[config.mk]
export PLATFORM = sky130hd
export DESIGN_NAME = interrupt_vector_dispatch
export DESIGN_NICKNAME = d
export VERILOG_FILES = /design/src/rtl/vector_pkg.sv /design/src/rtl/interrupt_vector_dispatch.sv /design/src/rtl/priority_pick.sv /design/src/rtl/vector_unlock.sv
export SDC_FILE = /design/constraint.sdc
export NUM_CORES = 1
export LEC_CHECK = 0
export ABC_AREA = 1
export CAP_MARGIN = 15
export CORE_MARGIN = 2
export CORE_UTILIZATION = 60
export DETAILED_ROUTE_END_ITERATION = 12
export DONT_BUFFER_PORTS = 1
export HOLD_SLACK_MARGIN = 0.15
export PLACE_DENSITY = 0.8
export SLEW_MARGIN = 40
export SYNTH_ARGS = -nofsm -noshare
export SYNTH_HDL_FRONTEND = slang
export SYNTH_SLANG_ARGS = --single-unit
[constraint.sdc]
create_clock -name clk_sys -period 2.68 [get_ports clk_sys]
set_clock_uncertainty 0.05 [all_clocks]
set_input_delay 0.67 -clock clk_sys [delete_from_list [all_inputs] [get_ports clk_sys]]
set_output_delay 0.67 -clock clk_sys [all_outputs]
set_load 0.005 [all_outputs]
[src/rtl/vector_pkg.sv]
/*
 Shared constants and types for the interrupt vector dispatch block.
 Assumes a single core clock and a synchronous active-low reset.
*/
package vector_pkg;

    // ==========================================================
    // Widths and counts
    // ==========================================================
    localparam int ADDR_W = 12;
    localparam int SRC_N = 19;
    localparam int REG_AW = 4;
    localparam logic [2:0] UNLOCK_CYCLES = 3'h4;

    // ==========================================================
    // Addresses
    // ==========================================================
    localparam logic [ADDR_W-1:0] RESET_ADDR = 12'h000;
    localparam logic [ADDR_W-1:0] TABLE_BASE = 12'h001;
    localparam logic [ADDR_W-1:0] BOOT_RESET_ADDR_DEFAULT = 12'hC00;

    // ==========================================================
    // Register map and control bit positions
    // ==========================================================
    localparam logic [REG_AW-1:0] CORE_CTRL_OFFSET = 4'h0;
    localparam logic [REG_AW-1:0] PENDING_LO_OFFSET = 4'h1;
    localparam logic [REG_AW-1:0] PENDING_MID_OFFSET = 4'h2;
    localparam logic [REG_AW-1:0] PENDING_HI_OFFSET = 4'h3;
    localparam int UNLOCK_BIT = 0;
    localparam int SELECT_BIT = 1;
    localparam logic [7:0] CORE_CTRL_RESET = 8'h00;

    // ==========================================================
    // Carriers
    // ==========================================================
    typedef struct packed {
        logic [REG_AW-1:0] addr;
        logic [7:0] wdata;
        logic wr;
        logic rd;
    } reg_req_type;

    typedef struct packed {
        logic valid;
        logic [ADDR_W-1:0] addr;
        logic [4:0] index;
    } dispatch_type;

    typedef enum logic [1:0] {
        ST_IDLE = 2'b00,
        ST_UNLOCKED = 2'b01,
        ST_HOLD = 2'b10
    } unlock_state_type;

    // Vector offset of source index i is i plus one.
    function automatic logic [ADDR_W-1:0] vector_offset(
        input logic [4:0] index);
        vector_offset = {7'h00, index} + TABLE_BASE;
    endfunction

endpackage

[src/rtl/interrupt_vector_dispatch.sv]
/*
 Reset and interrupt vector address generation for an 8-bit core.
 Assumes peripheral requests are synchronous levels on clk_sys and that
 the core acknowledges a dispatch with irq_ack in the cycle it loads it.
*/
// What this block does
// - All reset causes share one reset vector, at word zero by default.
// - Enhanced stage capture, end and enhanced end use offsets 1 to 3.
// - Reduced stage capture, end and enhanced end use offsets 4 to 6.
// - Comparators zero, one and two use offsets 7, 8 and 9.
// - External requests zero, one and two use offsets 10, 14 and 16.
// - Timer capture uses 11, timer overflow 12, converter done 13.
// - Serial transfer complete uses offset 15.
// - Watchdog, eeprom ready and self-program done use 17, 18, 19.
// - With table select set, each vector is offset plus boot start.
// - With the boot fuse programmed, resets start at the boot address.
// - Reset address and table base follow fuse and select separately.
// - Fuse value one means unprogrammed and zero means programmed.
// - Hardware clears unlock after four cycles or on the select write.
// - Dispatch is held off in the window and one cycle past select.
`timescale 1ns/1ps
module interrupt_vector_dispatch #(
    parameter logic [11:0] BOOT_RESET_ADDR =
        vector_pkg::BOOT_RESET_ADDR_DEFAULT
) (
    input wire logic clk_sys,
    input wire logic nrst,
    input wire logic boot_reset_fuse,
    input wire logic global_irq_enable,
    input wire logic [vector_pkg::SRC_N-1:0] irq_request,
    input wire logic irq_ack,
    input wire vector_pkg::reg_req_type reg_req,
    output logic [7:0] reg_rdata,
    output logic [vector_pkg::ADDR_W-1:0] reset_vector,
    output vector_pkg::dispatch_type dispatch
);
    import vector_pkg::*;

    // ==========================================================
    // Source order: index i sits at table offset i plus one
    // ==========================================================
    // 0..2 enhanced stage, 3..5 reduced stage, 6..8 comparators,
    // 9 ext0, 10 timer capture, 11 timer overflow, 12 converter,
    // 13 ext1, 14 serial, 15 ext2, 16 watchdog, 17 eeprom, 18 spm.

    logic unlocked;
    logic select;
    logic block_irq;
    logic ctrl_write;
    logic found;
    logic [4:0] pick;
    logic [SRC_N-1:0] enable;
    logic [SRC_N-1:0] next_enable;
    logic [7:0] next_rdata;
    logic fuse_seen;
    logic next_fuse_seen;
    logic [ADDR_W-1:0] next_reset_vector;
    dispatch_type next_dispatch;

    assign ctrl_write = reg_req.wr && (reg_req.addr == CORE_CTRL_OFFSET);

    vector_unlock unlock_seq (
        .clk_sys(clk_sys),
        .nrst(nrst),
        .ctrl_write(ctrl_write),
        .ctrl_wdata(reg_req.wdata),
        .unlocked(unlocked),
        .select(select),
        .block_irq(block_irq)
    );

    priority_pick picker (
        .pending(irq_request & enable),
        .found(found),
        .index(pick)
    );

    // ==========================================================
    // Reset vector, fuse caught after reset release
    // ==========================================================
    always_comb begin
        next_fuse_seen = 1'b1;
        next_reset_vector = reset_vector;
        if (!fuse_seen) begin
            // A low fuse is programmed.
            next_reset_vector = boot_reset_fuse ? RESET_ADDR
                                                : BOOT_RESET_ADDR;
        end
    end

    always_ff @(posedge clk_sys) begin
        if (!nrst) begin
            fuse_seen <= 1'b0;
            reset_vector <= RESET_ADDR;
        end else begin
            fuse_seen <= next_fuse_seen;
            reset_vector <= next_reset_vector;
        end
    end

    // ==========================================================
    // Dispatch
    // ==========================================================
    always_comb begin
        next_dispatch = dispatch;
        if (dispatch.valid && irq_ack) begin
            next_dispatch.valid = 1'b0;
        end else if (!dispatch.valid && found && global_irq_enable
                     && !block_irq) begin
            next_dispatch.valid = 1'b1;
            next_dispatch.index = pick;
            // Table base follows select only, never the fuse.
            if (select) begin
                next_dispatch.addr = BOOT_RESET_ADDR
                    + vector_offset(pick);
            end else begin
                next_dispatch.addr = vector_offset(pick);
            end
        end
    end

    always_ff @(posedge clk_sys) begin
        if (!nrst) begin
            dispatch <= '0;
        end else begin
            dispatch <= next_dispatch;
        end
    end

    // ==========================================================
    // Registers
    // ==========================================================
    always_comb begin
        next_enable = enable;
        next_rdata = 8'h00;
        if (reg_req.wr) begin
            case (reg_req.addr)
                PENDING_LO_OFFSET: next_enable[7:0] = reg_req.wdata;
                PENDING_MID_OFFSET: next_enable[15:8] = reg_req.wdata;
                PENDING_HI_OFFSET: next_enable[18:16] = reg_req.wdata[2:0];
                default: next_enable = enable;
            endcase
        end
        if (reg_req.rd) begin
            case (reg_req.addr)
                CORE_CTRL_OFFSET:
                    next_rdata = {6'h00, select, unlocked};
                PENDING_LO_OFFSET: next_rdata = enable[7:0];
                PENDING_MID_OFFSET: next_rdata = enable[15:8];
                PENDING_HI_OFFSET: next_rdata = {5'h00, enable[18:16]};
                default: next_rdata = 8'h00;
            endcase
        end
    end

    always_ff @(posedge clk_sys) begin
        if (!nrst) begin
            enable <= '0;
            reg_rdata <= 8'h00;
        end else begin
            enable <= next_enable;
            reg_rdata <= next_rdata;
        end
    end
endmodule // interrupt_vector_dispatch

[src/rtl/priority_pick.sv]
/*
 Fixed-priority picker: lowest index of the pending requests wins.
 Assumes requests and enables come from logic on the same clock.
*/
`timescale 1ns/1ps
module priority_pick (
    input wire logic [vector_pkg::SRC_N-1:0] pending,
    output logic found,
    output logic [4:0] index
);
    import vector_pkg::*;

    // ==========================================================
    // Lowest index first
    // ==========================================================
    always_comb begin
        found = 1'b0;
        index = 5'h00;
        for (int i = SRC_N - 1; i >= 0; i--) begin
            if (pending[i]) begin
                found = 1'b1;
                index = 5'(i);
            end
        end
    end
endmodule // priority_pick

[src/rtl/vector_unlock.sv]
/*
 Timed unlock sequence for the vector table select bit.
 Assumes register writes arrive as one-cycle strobes on the core clock.
*/
`timescale 1ns/1ps
module vector_unlock (
    input wire logic clk_sys,
    input wire logic nrst,
    input wire logic ctrl_write,
    input wire logic [7:0] ctrl_wdata,
    output logic unlocked,
    output logic select,
    output logic block_irq
);
    import vector_pkg::*;

    unlock_state_type state;
    unlock_state_type next_state;
    logic [2:0] count;
    logic [2:0] next_count;
    logic next_select;

    // ==========================================================
    // Next state
    // ==========================================================
    always_comb begin
        next_state = state;
        next_count = count;
        next_select = select;
        case (state)
            ST_IDLE: begin
                if (ctrl_write && ctrl_wdata[UNLOCK_BIT]) begin
                    next_state = ST_UNLOCKED;
                    next_count = 3'h1;
                end
            end
            ST_UNLOCKED: begin
                next_count = count + 3'h1;
                if (ctrl_write && !ctrl_wdata[UNLOCK_BIT]) begin
                    next_select = ctrl_wdata[SELECT_BIT];
                    next_state = ST_HOLD;
                end else if (count >= UNLOCK_CYCLES) begin
                    next_state = ST_IDLE;
                end
            end
            ST_HOLD: begin
                // The instruction after the select write still runs blind.
                next_state = ST_IDLE;
            end
            default: begin
                next_state = ST_IDLE;
            end
        endcase
    end

    always_ff @(posedge clk_sys) begin
        if (!nrst) begin
            state <= ST_IDLE;
            count <= 3'h0;
            select <= CORE_CTRL_RESET[SELECT_BIT];
        end else begin
            state <= next_state;
            count <= next_count;
            select <= next_select;
        end
    end

    assign unlocked = (state == ST_UNLOCKED);
    // The global enable flag is untouched; only dispatch is held off.
    assign block_irq = (state != ST_IDLE);
endmodule // vector_unlock

; Word-level counts from Yosys, hierarchy flattened
; Cells that the tools add are included.
[totals]
regBits = 64
in_bits = 38
output_inout_bits = 38
wordCells = 96
[op_classes]
addsub = 3
magnitude_cmp = 1
eq_ne = 6
mux = 48
bitwise_logic = 3
reduce_logical = 23
[op_table]
columns = operator, n
row1 = 5-bit 2-to-1 mux, 19
row2 = 8-bit case mux with 4 select lines, 1
row3 = 12-bit 2-to-1 mux, 2
row4 = 1-bit 2-to-1 mux, 20
row5 = 19-bit AND, 1
row6 = 2-bit AND reduction, 8
row7 = "12-bit adder, first input constant", 1
row8 = "4-bit by 2-bit == test with 1-bit output, second input constant", 2
row9 = 1-bit logical AND, 7
row10 = "5-bit by 1-bit adder with 6-bit output, second input constant", 1
row11 = 2-bit 2-to-1 mux, 3
row12 = 3-bit case mux with 2 select lines, 1
row13 = "4-bit by 1-bit == test with 1-bit output, second input constant", 1
row14 = 4-bit logical NOT, 1
row15 = 2-bit case mux with 2 select lines, 1
row16 = 2-bit nonzero test, 2
row17 = "3-bit by 1-bit adder with 3-bit output, second input constant", 1
row18 = "3-bit greater-or-equal comparator, second input constant", 1
row19 = 1-bit logical NOT, 3
row20 = 3-bit 2-to-1 mux, 1
row21 = "3-bit by 1-bit inequality test with 1-bit output, second input constant", 1
row22 = "2-bit by 1-bit == test with 1-bit output, second input constant", 1
row23 = 2-bit logical NOT, 1
row24 = "2-bit by 1-bit inequality test with 1-bit output, second input constant", 1
row25 = other kinds (2), 3

; Depth between registers and ports, before layout
; Gate-level depths: netlist (run 1).
[depth]
ltp_word = 24
mapped_depth = 22

; Modules after synthesis
; From an unflattened synthesis (run 1), not the netlist that was laid out.
[hier_totals]
cells_unflattened = 381
area_unflattened_um2 = 2537.4
[by_module_without_submodules]
columns = mod, n_inst, cells_per_inst, area_per_inst_um2, seq_area_each_um2
row1 = interrupt_vector_dispatch, 1, 279, 1996.9, 840.8
row2 = vector_unlock, 1, 42, 292.8, 120.1
row3 = priority_pick, 1, 60, 247.7, 0.0

; Worst setup path after synthesis (run 1)
; OpenSTA, ideal clock, no wires.
[synth_timing]
path_kind = input -> register
startpoint = input irq_request[17] (netlist name)
endpoint = register dispatch[9] (netlist name)
arrival_time_ps = 2013
slack_ps = 498
stages = 22
n_path_buf = 0
cell_sequence = nand2_2 -> inv_2 -> nand2_1 -> nand2_1 -> nand2_1 -> nand2_1 -> nand2_1 -> nand2_1 -> nand2_1 -> nand2_1 -> nand2_1 -> nand2_1 -> nand2_1 -> nand2_1 -> nand2_1 -> nand2_1 -> nand2_2 -> a21boi_2 -> ha_1 -> nand2_1 -> nor2_1 -> o221a_2
[synth_via]
word_cells_on_any_way = 44
cone_classes = 2 x add/sub / 37 x mux / 1 x bitwise / 4 x reduce/logical
[synth_lines]
columns = element, line_no
row1 = start: declaration, interrupt_vector_dispatch.sv:30  ; input wire logic [vector_pkg::SRC_N-1:0] irq_request,
row2 = 19-bit AND (*), interrupt_vector_dispatch.sv:73  ; .pending(irq_request & enable),
row3 = 5-bit 2-to-1 mux (*) (18 in series), priority_pick.sv:20  ; if (pending[i]) begin
row4 = named net pick[0], interrupt_vector_dispatch.sv:51  ; logic [4:0] pick;
row5 = 5-bit by 1-bit adder with 6-bit output (*), vector_pkg.sv:58  ; vector_offset = {7'h00, index} + TABLE_BASE;
row6 = 12-bit adder, interrupt_vector_dispatch.sv:115  ; + vector_offset(pick);
row7 = 12-bit 2-to-1 mux (*), interrupt_vector_dispatch.sv:113  ; if (select) begin
row8 = end signal: assignment, interrupt_vector_dispatch.sv:126  ; dispatch <= next_dispatch;
row9 = end: declaration, interrupt_vector_dispatch.sv:35  ; output vector_pkg::dispatch_type dispatch
; The timed path passes the listed nets; every way through them passes the cells marked *.
; A chain may end at the register's enable or synchronous reset.

; Worst setup path after layout (run 1)
[layout_timing]
startpoint = register enable[17]
endpoint = register dispatch[9] (netlist name)
[layout_via]
word_cells_on_any_way = 44
cone_classes = 2 x add/sub / 37 x mux / 1 x bitwise / 4 x reduce/logical
[layout_lines]
columns = element, line_no
row1 = start: declaration, interrupt_vector_dispatch.sv:52  ; logic [SRC_N-1:0] enable;
row2 = start signal: assignment, interrupt_vector_dispatch.sv:161  ; enable <= next_enable;
row3 = 19-bit AND (*), interrupt_vector_dispatch.sv:73
row4 = 5-bit 2-to-1 mux (*) (18 in series), priority_pick.sv:20
row5 = named net pick[0], interrupt_vector_dispatch.sv:51
row6 = 5-bit by 1-bit adder with 6-bit output (*), vector_pkg.sv:58
row7 = 12-bit adder, interrupt_vector_dispatch.sv:115
row8 = 12-bit 2-to-1 mux (*), interrupt_vector_dispatch.sv:113
; Marks and branches as above.

==> summary.md, run 1 <==
| Metric | Value |
|---|---|
| Seq cells post-synth | `48` |
| Worst setup slack before clock tree synthesis | `approximately 0.37 ns` |
| Grt total ovfl | `0` |
| Die Span X | `approximately 65 um` |
| Class of the most critical setup path | `flip-flop to flip-flop` |
| P_leak | `~0.97 nW` |
| Async S/R FF share, synth | `0` |
| Number of max-cap violations | `0` |
| Time the worst path needs with I/O delays and setup | `2.08 ns` |
| Area after DPL | `~2200 um^2` |
| Number of vias per cell after detailed routing | `~5.4` |
| Clock Sinks | `48` |
| Area of the core | `3660 um^2` |
| # hold bufs at CTS | `0` |
| Xor/xnor share of the synthesized area | `0.00386` |
| Simple-gate share of the synthesized area | `0.279` |
| Most used cell along the critical path | `sky130_fd_sc_hd__nand2_1` |
| CTS tree | `yes` |
| Dpl hpwl | `approximately 3.7 mm` |
| Tightest slew margin relative to the limit | `0.540` |
| Part of the cycle the worst path needs | `0.775` |
| Number of search-and-repair iterations in the first detailed-routing pass | `5` |
| Max incr delay on CP | `between 0.3 and 0.4 ns` |
| Proportion of layout cells with a drive suffix above 1 | `0.0955` |
| Total via count in the routed design | `slightly below 2000` |
| Share of synthesized area occupied by flip-flops and latches | `0.424` |
| Post-detailed-route wirelength per cell | `13.5 um` |
| Synth Area in Compound Gates | `0.172` |
| Hold Fails Final Rpt | `0` |
| Initial antenna violation count | `0` |
| Largest net degree at the start of global routing | `23` |
| Total standard cell area after synthesis | `~2300 um^2` |
| Number of failing setup endpoints in the final timing report | `0` |
| Class of the most critical hold timing path | `input port to flip-flop` |
| Critical Path Sink Type | `flip-flop` |
| Post-Syn Area per Cell | `about 7 um^2` |
| Placed cell count | `355` |
| Post-synthesis instance total | `315` |
| Cell at the slowest stage of the critical path | `sky130_fd_sc_hd__dfxtp_1` |
| Accumulated negative setup slack | `0 ns` |
| Global-route usage over all layers | `0.243` |
| Slew at the pin with the worst max-slew slack | `a little under 0.7 ns` |
| Longest Clk Path Bufs | `2` |
| Fraction of the mapped netlist area in adder cells | `0.0110` |
| Final Instance Count excl. Fillers | `between 300 and 400` |
| RSZ-0062 raised after global routing | `false` |
| Clock insertion delay at the later pin of the skew report | `around 0.30 ns` |
| Share of synthesized area spent on multiplexers | `0` |
| Io pins | `76` |
| Status | `completed` |
| Post-route standard cell area excluding fillers | `~2300 um^2` |
| Resized Gates After CTS | `0` |
| Count of different cell masters after synthesis | `34` |
| CP startpoint kind | `flip-flop` |
| Predominant post-synthesis flop cell | `sky130_fd_sc_hd__dfxtp_1` |
| Number of global-route vias before repair | `about 1800` |
| Total number of placement rows | `22` |
| Initial DRC count | `roughly 150` |
| Number of synthesized flops with an enable pin | `0` |
| Core Util, Final | `0.635` |
| Overall power | `between 1 and 1.5 mW` |
| Main combinational cell family by area after synthesis | `simple AND/OR/NAND/NOR gates` |
| Largest fanout of any net on the critical path | `3` |
| Die area | `roughly 4300 um^2` |
| Global-route wire length before repair | `around 7.9 mm` |
| Vertical die dimension | `between 60 and 70 um` |
| Maximum frequency from static timing analysis | `between 0.4 and 0.5 GHz` |
| Nets | `354` |
| Area growth syn-to-layout | `2.54%` |
| Required time of the critical path | `roughly 2.9 ns` |
| Count of final max-slew check failures | `0` |
| Data arrival time of the worst path | `about 2.3 ns` |
| Power density over the cells | `approximately 520 nW/um^2` |
| Clock slew at the register clock pins of the worst setup and hold paths | `~0.080 ns` |
| Root cell of the clock tree | `sky130_fd_sc_hd__clkbuf_8` |
| Clock H-tree levels | `2` |
| Post-CTS Setup Repair Bufs | `0` |
| Number of nets with antenna violations after routing | `0` |
| Final GP Congestion | `0.834` |
| Effective utilization at floorplan | `0.620` |
| Worst hold slack after final layout | `0.350 ns` |
| Clock buffer count from CTS | `5` |
| Wire length reported by the detailed router | `around 4.9 mm` |
| Detailed-route DRC error count | `0` |
| PortBufs | `0` |
| Setup slack after layout | `0.602 ns` |
| Critical-path cell list | `nand2_2, inv_2, nand2_1, nand2_1, nand2_1, nand2_1, nand2_1, nand2_1, nand2_1, nand2_1, nand2_1, nand2_1, nand2_1, nand2_1, nand2_1, nand2_1, nand2_2, a21boi_2, ha_1, nand2_1, nor2_1, o221a_2` |
| Syn. warnings | `0` |
| Antenna cell count | `0` |
| Maximum vdd ir drop | `around 0.22 mV` |
[synthesized netlist by cell type (all sizes together), types with 3 or more instances]
cell	n	area share
nor3	5	0.013
o21ai	9	0.020
a21oi	36	0.081
buf	17	0.055
nor2	28	0.046
inv	24	0.040
clkbuf	7	0.012
nand3	18	0.040
dfxtp	48	0.42
o211ai	3	0.012
nand2	97	0.17
[power breakdown]
part / total (mW) / internal, mW / switching [mW]
Combinational: 0.0819 / 0.0271 / 0.0548
Sequential: 0.744 / 0.730 / 0.0148
Clock: 0.394 / 0.177 / 0.216
Total: 1.22 / 0.934 / 0.286
[area by class of cell]
cell class | count | area [um^2]
fill | 334 | 1340
multi-input combinational | 230 | 1110
sequential | 48 | 961
inverter | 26 | 97.6
clock buffer | 6 | 72.6
tap | 48 | 60.1
timing repair buffer | 3 | 22.5
clock inverter | 1 | 5.00
[worst max-delay path: cells and delay by family, from the launching register on]
kind	cells	cell delay, ns
AND/OR/NAND/NOR	18	0.99
flip-flops	1	0.39
AO/OA/AOI/OAI	2	0.34
adder cells (fa/ha/maj)	1	0.21
buffers and inverters	1	0.05
[state kept, by name (all words and copies together) (netlist names)]
signal	flops
dispatch	13
enable	19
fuse_seen	1
reg_rdata	8
reset_vector	1
unlock_seq.count	3
unlock_seq.select	1
unlock_seq.state	2
[logic make-up after synthesis]
group / count (synthesis)
AO/OA/AOI/OAI: 63
XOR/XNOR: 1
adder cells (fa/ha/maj): 2
other: 1
AND/OR/NAND/NOR: 150
buffers and inverters: 50
flip-flops: 48
[worst paths after layout]
kind / cells past startpoint / startpoint / endpoint / slack (ns)
worst max-delay path: 22 / enable[17]$_SDFFE_PN0P_ / dispatch[9]$_SDFFE_PN0P_ / 0.60
worst min-delay path: 0 / nrst / fuse_seen$_DFF_P_ / 0.35
worst max register to register: 22 / enable[17]$_SDFFE_PN0P_ / dispatch[9]$_SDFFE_PN0P_ / 0.60
worst min register to register: 2 / dispatch[10]$_SDFFE_PN0P_ / dispatch[10]$_SDFFE_PN0P_ / 0.40
[layer usage]
layer	wire length (um)	vias up	part of all wire	track usage
li1	-	992	-	-
met4	118	0	0.024	0.107
met3	481	10	0.099	0.0805
met2	2320	77	0.47	0.406
met5	0	-	0	0
met1	1970	881	0.40	0.282
[placed cells by master (no fill, tap or decap), drive strengths merged, types with 3 or more instances in the layout]
cell type,synthesis,layout
nand2,97,97
dfxtp,48,48
a21oi,36,36
nor2,28,28
inv,24,24
nand3,18,18
conb,1,14
o21ai,9,9
clkbuf,7,6
nor3,5,5
buf,17,3
o211ai,3,3
clkinv,2,3
Note: power is estimated with default switching activity, not from simulation.
==> run 2: changes to the inputs <==
- CORE_UTILIZATION: 60 -> 56
- PLACE_DENSITY: 0.8 -> 0.78
- clock period: 2.68 -> 1.9 ns (I/O delays scaled with it)
==> run 2 against run 1 <==
Compared with the run above:
- the run now ends with setup timing left
- final area up 7.9%
- combinational power up 77%
- worst setup slack worse by 0.67 ns
- cell count up 3.9%
- global-route usage down 0.98 points
- via count up 2.0%
- sequential power up 41%
- utilization up 0.13 points
- register-to-register slack worse by 0.67 ns
- critical path type unchanged
- non-clock buffer count up 12
- count of clock-buffer cells in the layout up 1
==> summary.md, run 2 (synthesis gave the netlist of run 1 again) <==
| Metric | Value |
|---|---|
| Data arrival time of the worst path | `2.11 ns (-0.16 ns)` |
| Class of the most critical hold timing path | `input port to flip-flop` |
| Most used cells in the layout excluding fill and tap cells | `sky130_fd_sc_hd__nand2_1 (83), sky130_fd_sc_hd__dfxtp_1 (47), sky130_fd_sc_hd__a21oi_1 (35)` |
| Maximum vdd ir drop | `0.380 mV (+70%)` |
| P_leak | `1.07 nW (+11%)` |
| Number of search-and-repair iterations in the first detailed-routing pass | `4 (-1)` |
| Largest fanout of any net on the critical path | `2 (-1)` |
| Violations in the final reports | `setup timing` |
| Largest registers | `enable (19), dispatch (13), reg_rdata (8)` |
| Effective utilization at floorplan | `0.575 (-0.0442)` |
| Time the worst path needs with I/O delays and setup | `1.97 ns (-0.106 ns)` |
| Root cell of the clock tree | `sky130_fd_sc_hd__clkbuf_8` |
| Setup slack after layout | `-0.0713 ns (-0.674 ns)` |
| Initial DRC count | `127 (-16%)` |
| Max incr delay on CP | `0.33 ns (-0.06 ns)` |
| Nets | `366 (+3.4%)` |
| Clock Sinks | `48 (unchanged)` |
| Category of cells accounting for the largest share of critical-path delay | `compound AO/OA/AOI/OAI gates` |
| Longest Clk Path Bufs | `2 (unchanged)` |
| Clock H-tree levels | `2 (unchanged)` |
| Number of nets with antenna violations after routing | `0 (unchanged)` |
| Final Instance Count excl. Fillers | `376 (+3.9%)` |
| Clock buffer count from CTS | `5 (unchanged)` |
| Die area | `4580 um^2 (+6.7%)` |
| Detailed-route DRC error count | `0 (unchanged)` |
| Wire length reported by the detailed router | `4.91 mm (+0.57%)` |
| Area growth syn-to-layout | `10.6%` |
| Number of flip-flops in the largest register | `19 (unchanged)` |
| Total via count in the routed design | `2000 (+2.0%)` |
| Proportion of layout cells with a drive suffix above 1 | `0.156 (+0.0609)` |
| Initial antenna violation count | `0 (unchanged)` |
| PortBufs | `0 (unchanged)` |
| Number of vias per cell after detailed routing | `5.32 (-1.8%)` |
| Class of the most critical setup path | `flip-flop to flip-flop` |
| Cell at the slowest stage of the critical path | `sky130_fd_sc_hd__dfxtp_1` |
| Power density over the cells | `729 nW/um^2 (+39%)` |
| Number of max-cap violations | `0 (unchanged)` |
| CTS tree | `yes` |
| Part of the cycle the worst path needs | `1.04 (+0.262)` |
| Global-route usage over all layers | `0.233 (-0.00976)` |
| Most common library cell in the layout ignoring fill and taps | `sky130_fd_sc_hd__nand2_1` |
| Clock insertion delay at the later pin of the skew report | `0.29 ns (about the same)` |
| Count of final max-slew check failures | `0 (unchanged)` |
| Critical Path Sink Type | `flip-flop` |
| Placed cell count | `366 (+3.1%)` |
| Sum of buffers and inverters on the critical path | `0 (-1)` |
| Final GP Congestion | `0.811 (-2.8%)` |
| Critical-path cell list | `nand2_1, nand2_1, a31oi_1, nor2_1, nor2_1, nor2_1, o211ai_1, a31oi_1, ha_4, nand2_1, nor2_1, o221a_2` |
| Antenna cell count | `0 (unchanged)` |
| Largest net degree at the start of global routing | `23 (unchanged)` |
| Post-detailed-route wirelength per cell | `13.1 um (-3.2%)` |
| Required time of the critical path | `2.04 ns (-0.83 ns)` |
| Worst setup slack before clock tree synthesis | `-0.180 ns (-0.554 ns)` |
| Grt total ovfl | `0 (unchanged)` |
| Number of failing setup endpoints in the final timing report | `2 (+2)` |
| Number of global-route vias before repair | `1814 (-0.71%)` |
| Most used cell along the critical path | `sky130_fd_sc_hd__nor2_1` |
| Clock slew at the register clock pins of the worst setup and hold paths | `0.08 ns (about the same)` |
| Area of the core | `3940 um^2 (+7.7%)` |
| Accumulated negative setup slack | `-0.124 ns (-0.124 ns)` |
| Total number of placement rows | `23 (+4.5%)` |
| Hold Fails Final Rpt | `0 (unchanged)` |
| Status | `finished with violations` |
| Maximum frequency from static timing analysis | `0.507 GHz (+5.4%)` |
| Largest reg by FF count | `enable` |
| Vertical die dimension | `67.6 um (+3.3%)` |
| RSZ-0062 raised after global routing | `true` |
| Global-route wire length before repair | `8.09 mm (+1.7%)` |
| Dpl hpwl | `3.67 mm (-1.1%)` |
| Io pins | `76 (unchanged)` |
| CP startpoint kind | `flip-flop` |
| Die Span X | `67.6 um (+3.3%)` |
[run 2: where the power goes]
group | internal [mW] | total [mW] | switching [mW] | leakage (nW)
Clock | 0.324 | 0.636 | 0.312 | 0.0503
Sequential | 1.03 | 1.05 | 0.0199 | 0.389
Combinational | 0.0574 | 0.145 | 0.0872 | 0.630
Total | 1.41 | 1.83 | 0.419 | 1.07
[run 2: final timing paths]
path	to	from	slack [ns]	depth (start not counted)
hold reg to reg	dispatch[10]$_SDFFE_PN0P_	dispatch[10]$_SDFFE_PN0P_	0.41	2
setup / recovery	dispatch[9]$_SDFFE_PN0P_	enable[15]$_SDFFE_PN0P_	-0.07	12
hold / removal	dispatch[17]$_SDFFE_PP0P_	irq_ack	0.22	1
setup reg to reg	dispatch[9]$_SDFFE_PN0P_	enable[15]$_SDFFE_PN0P_	-0.07	12
[run 2: metal layers]
layer | GRT usage | part of all wire | up-vias
met3 | 0.0650 | 0.085 | 8
met2 | 0.384 | 0.49 | 74
met5 | 0 | 0 | -
met1 | 0.292 | 0.41 | 903
li1 | - | - | 1015
met4 | 0.0765 | 0.016 | 0
[run 2: stage by stage]
step / area [um^2] / hold WS (ns) / total power [mW] / utilization
floorplan: 2320 / 0.381 / 1.19 / -
global placement: 2330 / 0.393 / 1.19 / 0.590
detailed placement: 2330 / 0.400 / 1.20 / 0.590
CTS: 2450 / 0.152 / 1.83 / 0.621
global route: 2510 / 0.211 / 1.91 / 0.637
finish: 2510 / 0.218 / 1.83 / 0.637
[run 2: what timing repair did]
action / CTS / global route
endpoints found under the hold margin: 0 / 1
cloned: 0 / 0
endpoints found under the setup margin: 3 / 9
gates resized for setup: 2 / 12
pin swaps: 4 / 2
setup buffers: 2 / 1
hold buffers: 0 / 1
[run 2: worst reg2reg max path: stages (launching register included)]
cell,delay (ns)
sky130_fd_sc_hd__dfxtp_1,0.33
sky130_fd_sc_hd__nand2_1,0.09
sky130_fd_sc_hd__nand2_1,0.07
sky130_fd_sc_hd__a31oi_1,0.14
sky130_fd_sc_hd__nor2_1,0.06
sky130_fd_sc_hd__nor2_1,0.09
sky130_fd_sc_hd__nor2_1,0.05
sky130_fd_sc_hd__o211ai_1,0.23
sky130_fd_sc_hd__a31oi_1,0.22
sky130_fd_sc_hd__ha_4,0.23
sky130_fd_sc_hd__nand2_1,0.06
sky130_fd_sc_hd__nor2_1,0.04
sky130_fd_sc_hd__o221a_2,0.22
[run 2: cell type report]
type | count | area [um^2]
Sequential cell | 48 | 962
Inverter | 26 | 97.6
Fill cell | 355 | 1430
Tap cell | 50 | 62.6
Clock buffer | 7 | 96.3
Multi-Input combinational cell | 230 | 1170
Timing Repair Buffer | 15 | 119
==> run 3: changes to the inputs <==
- CELL_PAD_IN_SITES_DETAIL_PLACEMENT: default -> 0
- CELL_PAD_IN_SITES_GLOBAL_PLACEMENT: default -> 1
- CORE_UTILIZATION: 56 -> 39
==> run 3 against run 2 <==
Compared with the run above:
- the run still ends with setup timing left
- highest routed layer unchanged
- first-iteration DRC count fell by 43%
- register-to-register slack got worse by 0.04 ns
- critical path type unchanged
- largest cell class unchanged
- fmax shrank 2.2%
- sequential power barely moved
- non-clock buffer count grew 9
- critical path depth did not move
- die area rose by 41%
==> summary.md, run 3 (synthesis gave the netlist of run 1 again) <==
| Metric | Value |
|---|---|
| Status | `finished with violations` |
| Violations in the final reports | `setup timing` |
| Antenna cell count | `0 (unchanged)` |
| Setup slack after layout | `-0.116 ns (-0.0450 ns)` |
| Cell at the slowest stage of the critical path | `sky130_fd_sc_hd__dfxtp_2` |
| Effective utilization at floorplan | `0.407 (-0.168)` |
| Maximum vdd ir drop | `0.247 mV (-35%)` |
| Most common library cell in the layout ignoring fill and taps | `sky130_fd_sc_hd__nand2_1` |
| Number of max-cap violations | `0 (unchanged)` |
| Hold-critical path depth | `1 (unchanged)` |
| Root cell of the clock tree | `sky130_fd_sc_hd__clkbuf_8` |
| P_leak | `1.10 nW (+2.8%)` |
| Data arrival time of the worst path | `2.16 ns (+0.05 ns)` |
| Count of final max-slew check failures | `0 (unchanged)` |
| Power density over the cells | `711 nW/um^2 (-2.5%)` |
| R2R Setup Slk | `-0.12 ns (-0.04 ns)` |
| Global-route usage over all layers | `0.175 (-0.0577)` |
| Detailed-route DRC error count | `0 (unchanged)` |
| CTS tree | `yes` |
| Area growth syn-to-layout | `14.1%` |
| Max incr delay on CP | `0.36 ns (+0.03 ns)` |
| Worst setup slack before clock tree synthesis | `-0.194 ns (-0.0145 ns)` |
| Initial DRC count | `73 (-43%)` |
| Required time of the critical path | `2.05 ns (about the same)` |
| RSZ-0062 raised after global routing | `true` |
| PortBufs | `0 (unchanged)` |
| Critical Path Sink Type | `flip-flop` |
| Time the worst path needs with I/O delays and setup | `2.02 ns (+0.0450 ns)` |
| Worst setup path startpoint | `enable[17]$_SDFFE_PN0P_` |
| Number of global-route vias before repair | `1841 (+1.5%)` |
| Number of failing setup endpoints in the final timing report | `3 (+1)` |
| Clock insertion delay at the later pin of the skew report | `0.30 ns (about the same)` |
| Most used cells in the layout excluding fill and tap cells | `sky130_fd_sc_hd__nand2_1 (84), sky130_fd_sc_hd__dfxtp_1 (47), sky130_fd_sc_hd__a21oi_1 (35)` |
| Hold Fails Final Rpt | `0 (unchanged)` |
| Clock Sinks | `48 (unchanged)` |
| Number of search-and-repair iterations in the first detailed-routing pass | `4 (unchanged)` |
| Depth of the worst register-to-register path | `12 (unchanged)` |
| Largest reg by FF count | `enable` |
| Nets | `376 (+2.7%)` |
| CP startpoint kind | `flip-flop` |
| Clock H-tree levels | `2 (unchanged)` |
| Class of the most critical hold timing path | `input port to flip-flop` |
| Proportion of layout cells with a drive suffix above 1 | `0.175 (+0.0186)` |
| Core Util, Final | `0.464 (-0.172)` |
| Area of the core | `5570 um^2 (+41%)` |
| Die area | `6440 um^2 (+41%)` |
| Initial antenna violation count | `0 (unchanged)` |
| Final GP Congestion | `0.829 (+2.2%)` |
| Clock slew at the register clock pins of the worst setup and hold paths | `0.09 ns (about the same)` |
| Startpoint of the worst-slack reg-to-reg timing path | `enable[17]$_SDFFE_PN0P_` |
| CP Capture Point | `dispatch[9]$_SDFFE_PN0P_` |
| Io pins | `76 (unchanged)` |
| Part of the cycle the worst path needs | `1.06 (+0.0237)` |
| Endpoint of the worst-slack reg-to-reg timing path | `dispatch[9]$_SDFFE_PN0P_` |
| Post-detailed-route wirelength per cell | `13.6 um (+3.9%)` |
| Most used cell along the critical path | `sky130_fd_sc_hd__nor2_1` |
| Wire length reported by the detailed router | `5.55 mm (+13%)` |
| Clock buffer count from CTS | `5 (unchanged)` |
| Number of flip-flops in the largest register | `19 (unchanged)` |
| Number of vias per cell after detailed routing | `4.84 (-9.0%)` |
| Grt total ovfl | `0 (unchanged)` |
| Total number of placement rows | `27 (+17%)` |
| Number of nets with antenna violations after routing | `0 (unchanged)` |
| Longest Clk Path Bufs | `2 (unchanged)` |
| Critical-path cell list | `nand2_4, buf_4, a31oi_1, nor2_1, nor2_1, nor2_1, o211ai_1, a31oi_1, ha_4, nand2_1, nor2_1, o221a_2` |
| Largest net degree at the start of global routing | `23 (unchanged)` |
| Dpl hpwl | `4.07 mm (+11%)` |
| Largest registers | `enable (19), dispatch (13), reg_rdata (8)` |
| Class of the most critical setup path | `flip-flop to flip-flop` |
| Worst hold slack after final layout | `0.207 ns (-0.0114 ns)` |
| Global-route wire length before repair | `8.71 mm (+7.8%)` |
| Total via count in the routed design | `1979 (-1.1%)` |
| Maximum frequency from static timing analysis | `0.496 GHz (-2.2%)` |
| Largest fanout of any net on the critical path | `3 (+1)` |
| Vertical die dimension | `80.3 um (+19%)` |
| Die Span X | `80.3 um (+19%)` |
run 3: where the power goes:
group,switching (mW),internal (mW),total [mW]
sequential,0.0200,1.03,1.05
clock,0.343,0.291,0.634
combinational,0.0903,0.0660,0.156
run 3: worst min-delay path by stage:
stage                               from                   endpoint  slack [ns]
2_1_floorplan  dispatch[10]$_SDFFE_PN0P_  dispatch[10]$_SDFFE_PN0P_        0.38
5_1_grt                          irq_ack  dispatch[17]$_SDFFE_PP0P_        0.19
3_3_place_gp   dispatch[10]$_SDFFE_PN0P_  dispatch[10]$_SDFFE_PN0P_        0.40
6_report                         irq_ack  dispatch[17]$_SDFFE_PP0P_        0.21
3_5_place_dp   dispatch[10]$_SDFFE_PN0P_  dispatch[10]$_SDFFE_PN0P_        0.40
4_1_cts                          irq_ack  dispatch[17]$_SDFFE_PP0P_        0.20
run 3: timing repair:
action,4_1_cts,5_1_grt
hold buffers,1,0
hold endpoints to repair,1,0
setup endpoints to repair,3,8
pin swaps,3,5
buffers inserted,0,5
gates cloned,0,1
resized for setup,2,7
run 3: layer usage:
layer	track usage	up-vias	share of wire
met1	0.220	880	0.44
met3	0.0517	8	0.061
li1	-	1041	-
met2	0.282	50	0.48
met5	0	-	0
met4	0.0678	0	0.018
run 3: layout make-up:
| type | count | area [um^2] |
|---|---|---|
| inverter | 26 | 97.6 |
| fill | 584 | 2990 |
| tap | 72 | 90.1 |
| clock inverter | 2 | 10.0 |
| multi-input combinational | 231 | 1160 |
| timing repair buffer | 24 | 186 |
| clock buffer | 6 | 82.6 |
| sequential | 48 | 962 |
run 3: per-stage QoR:
stage               total power [mW]  cells  TNS, ns  cell area, um^2
floorplan                       1.19    328   -0.162             2320
global placement                1.21    394   -0.554             2400
detailed placement              1.21    394   -0.611             2400
CTS                             1.84    403   -0.139             2510
global route                    1.92    409   -0.950             2590
finish                          1.84    409   -0.253             2590
run 3: critical path, delay by kind of cell (launching register included):
kind	cells	cell delay, ns
buf+inv	1	0.12
simple gates	6	0.38
flops	1	0.36
fa+ha+maj	1	0.22
compound gates	4	0.79
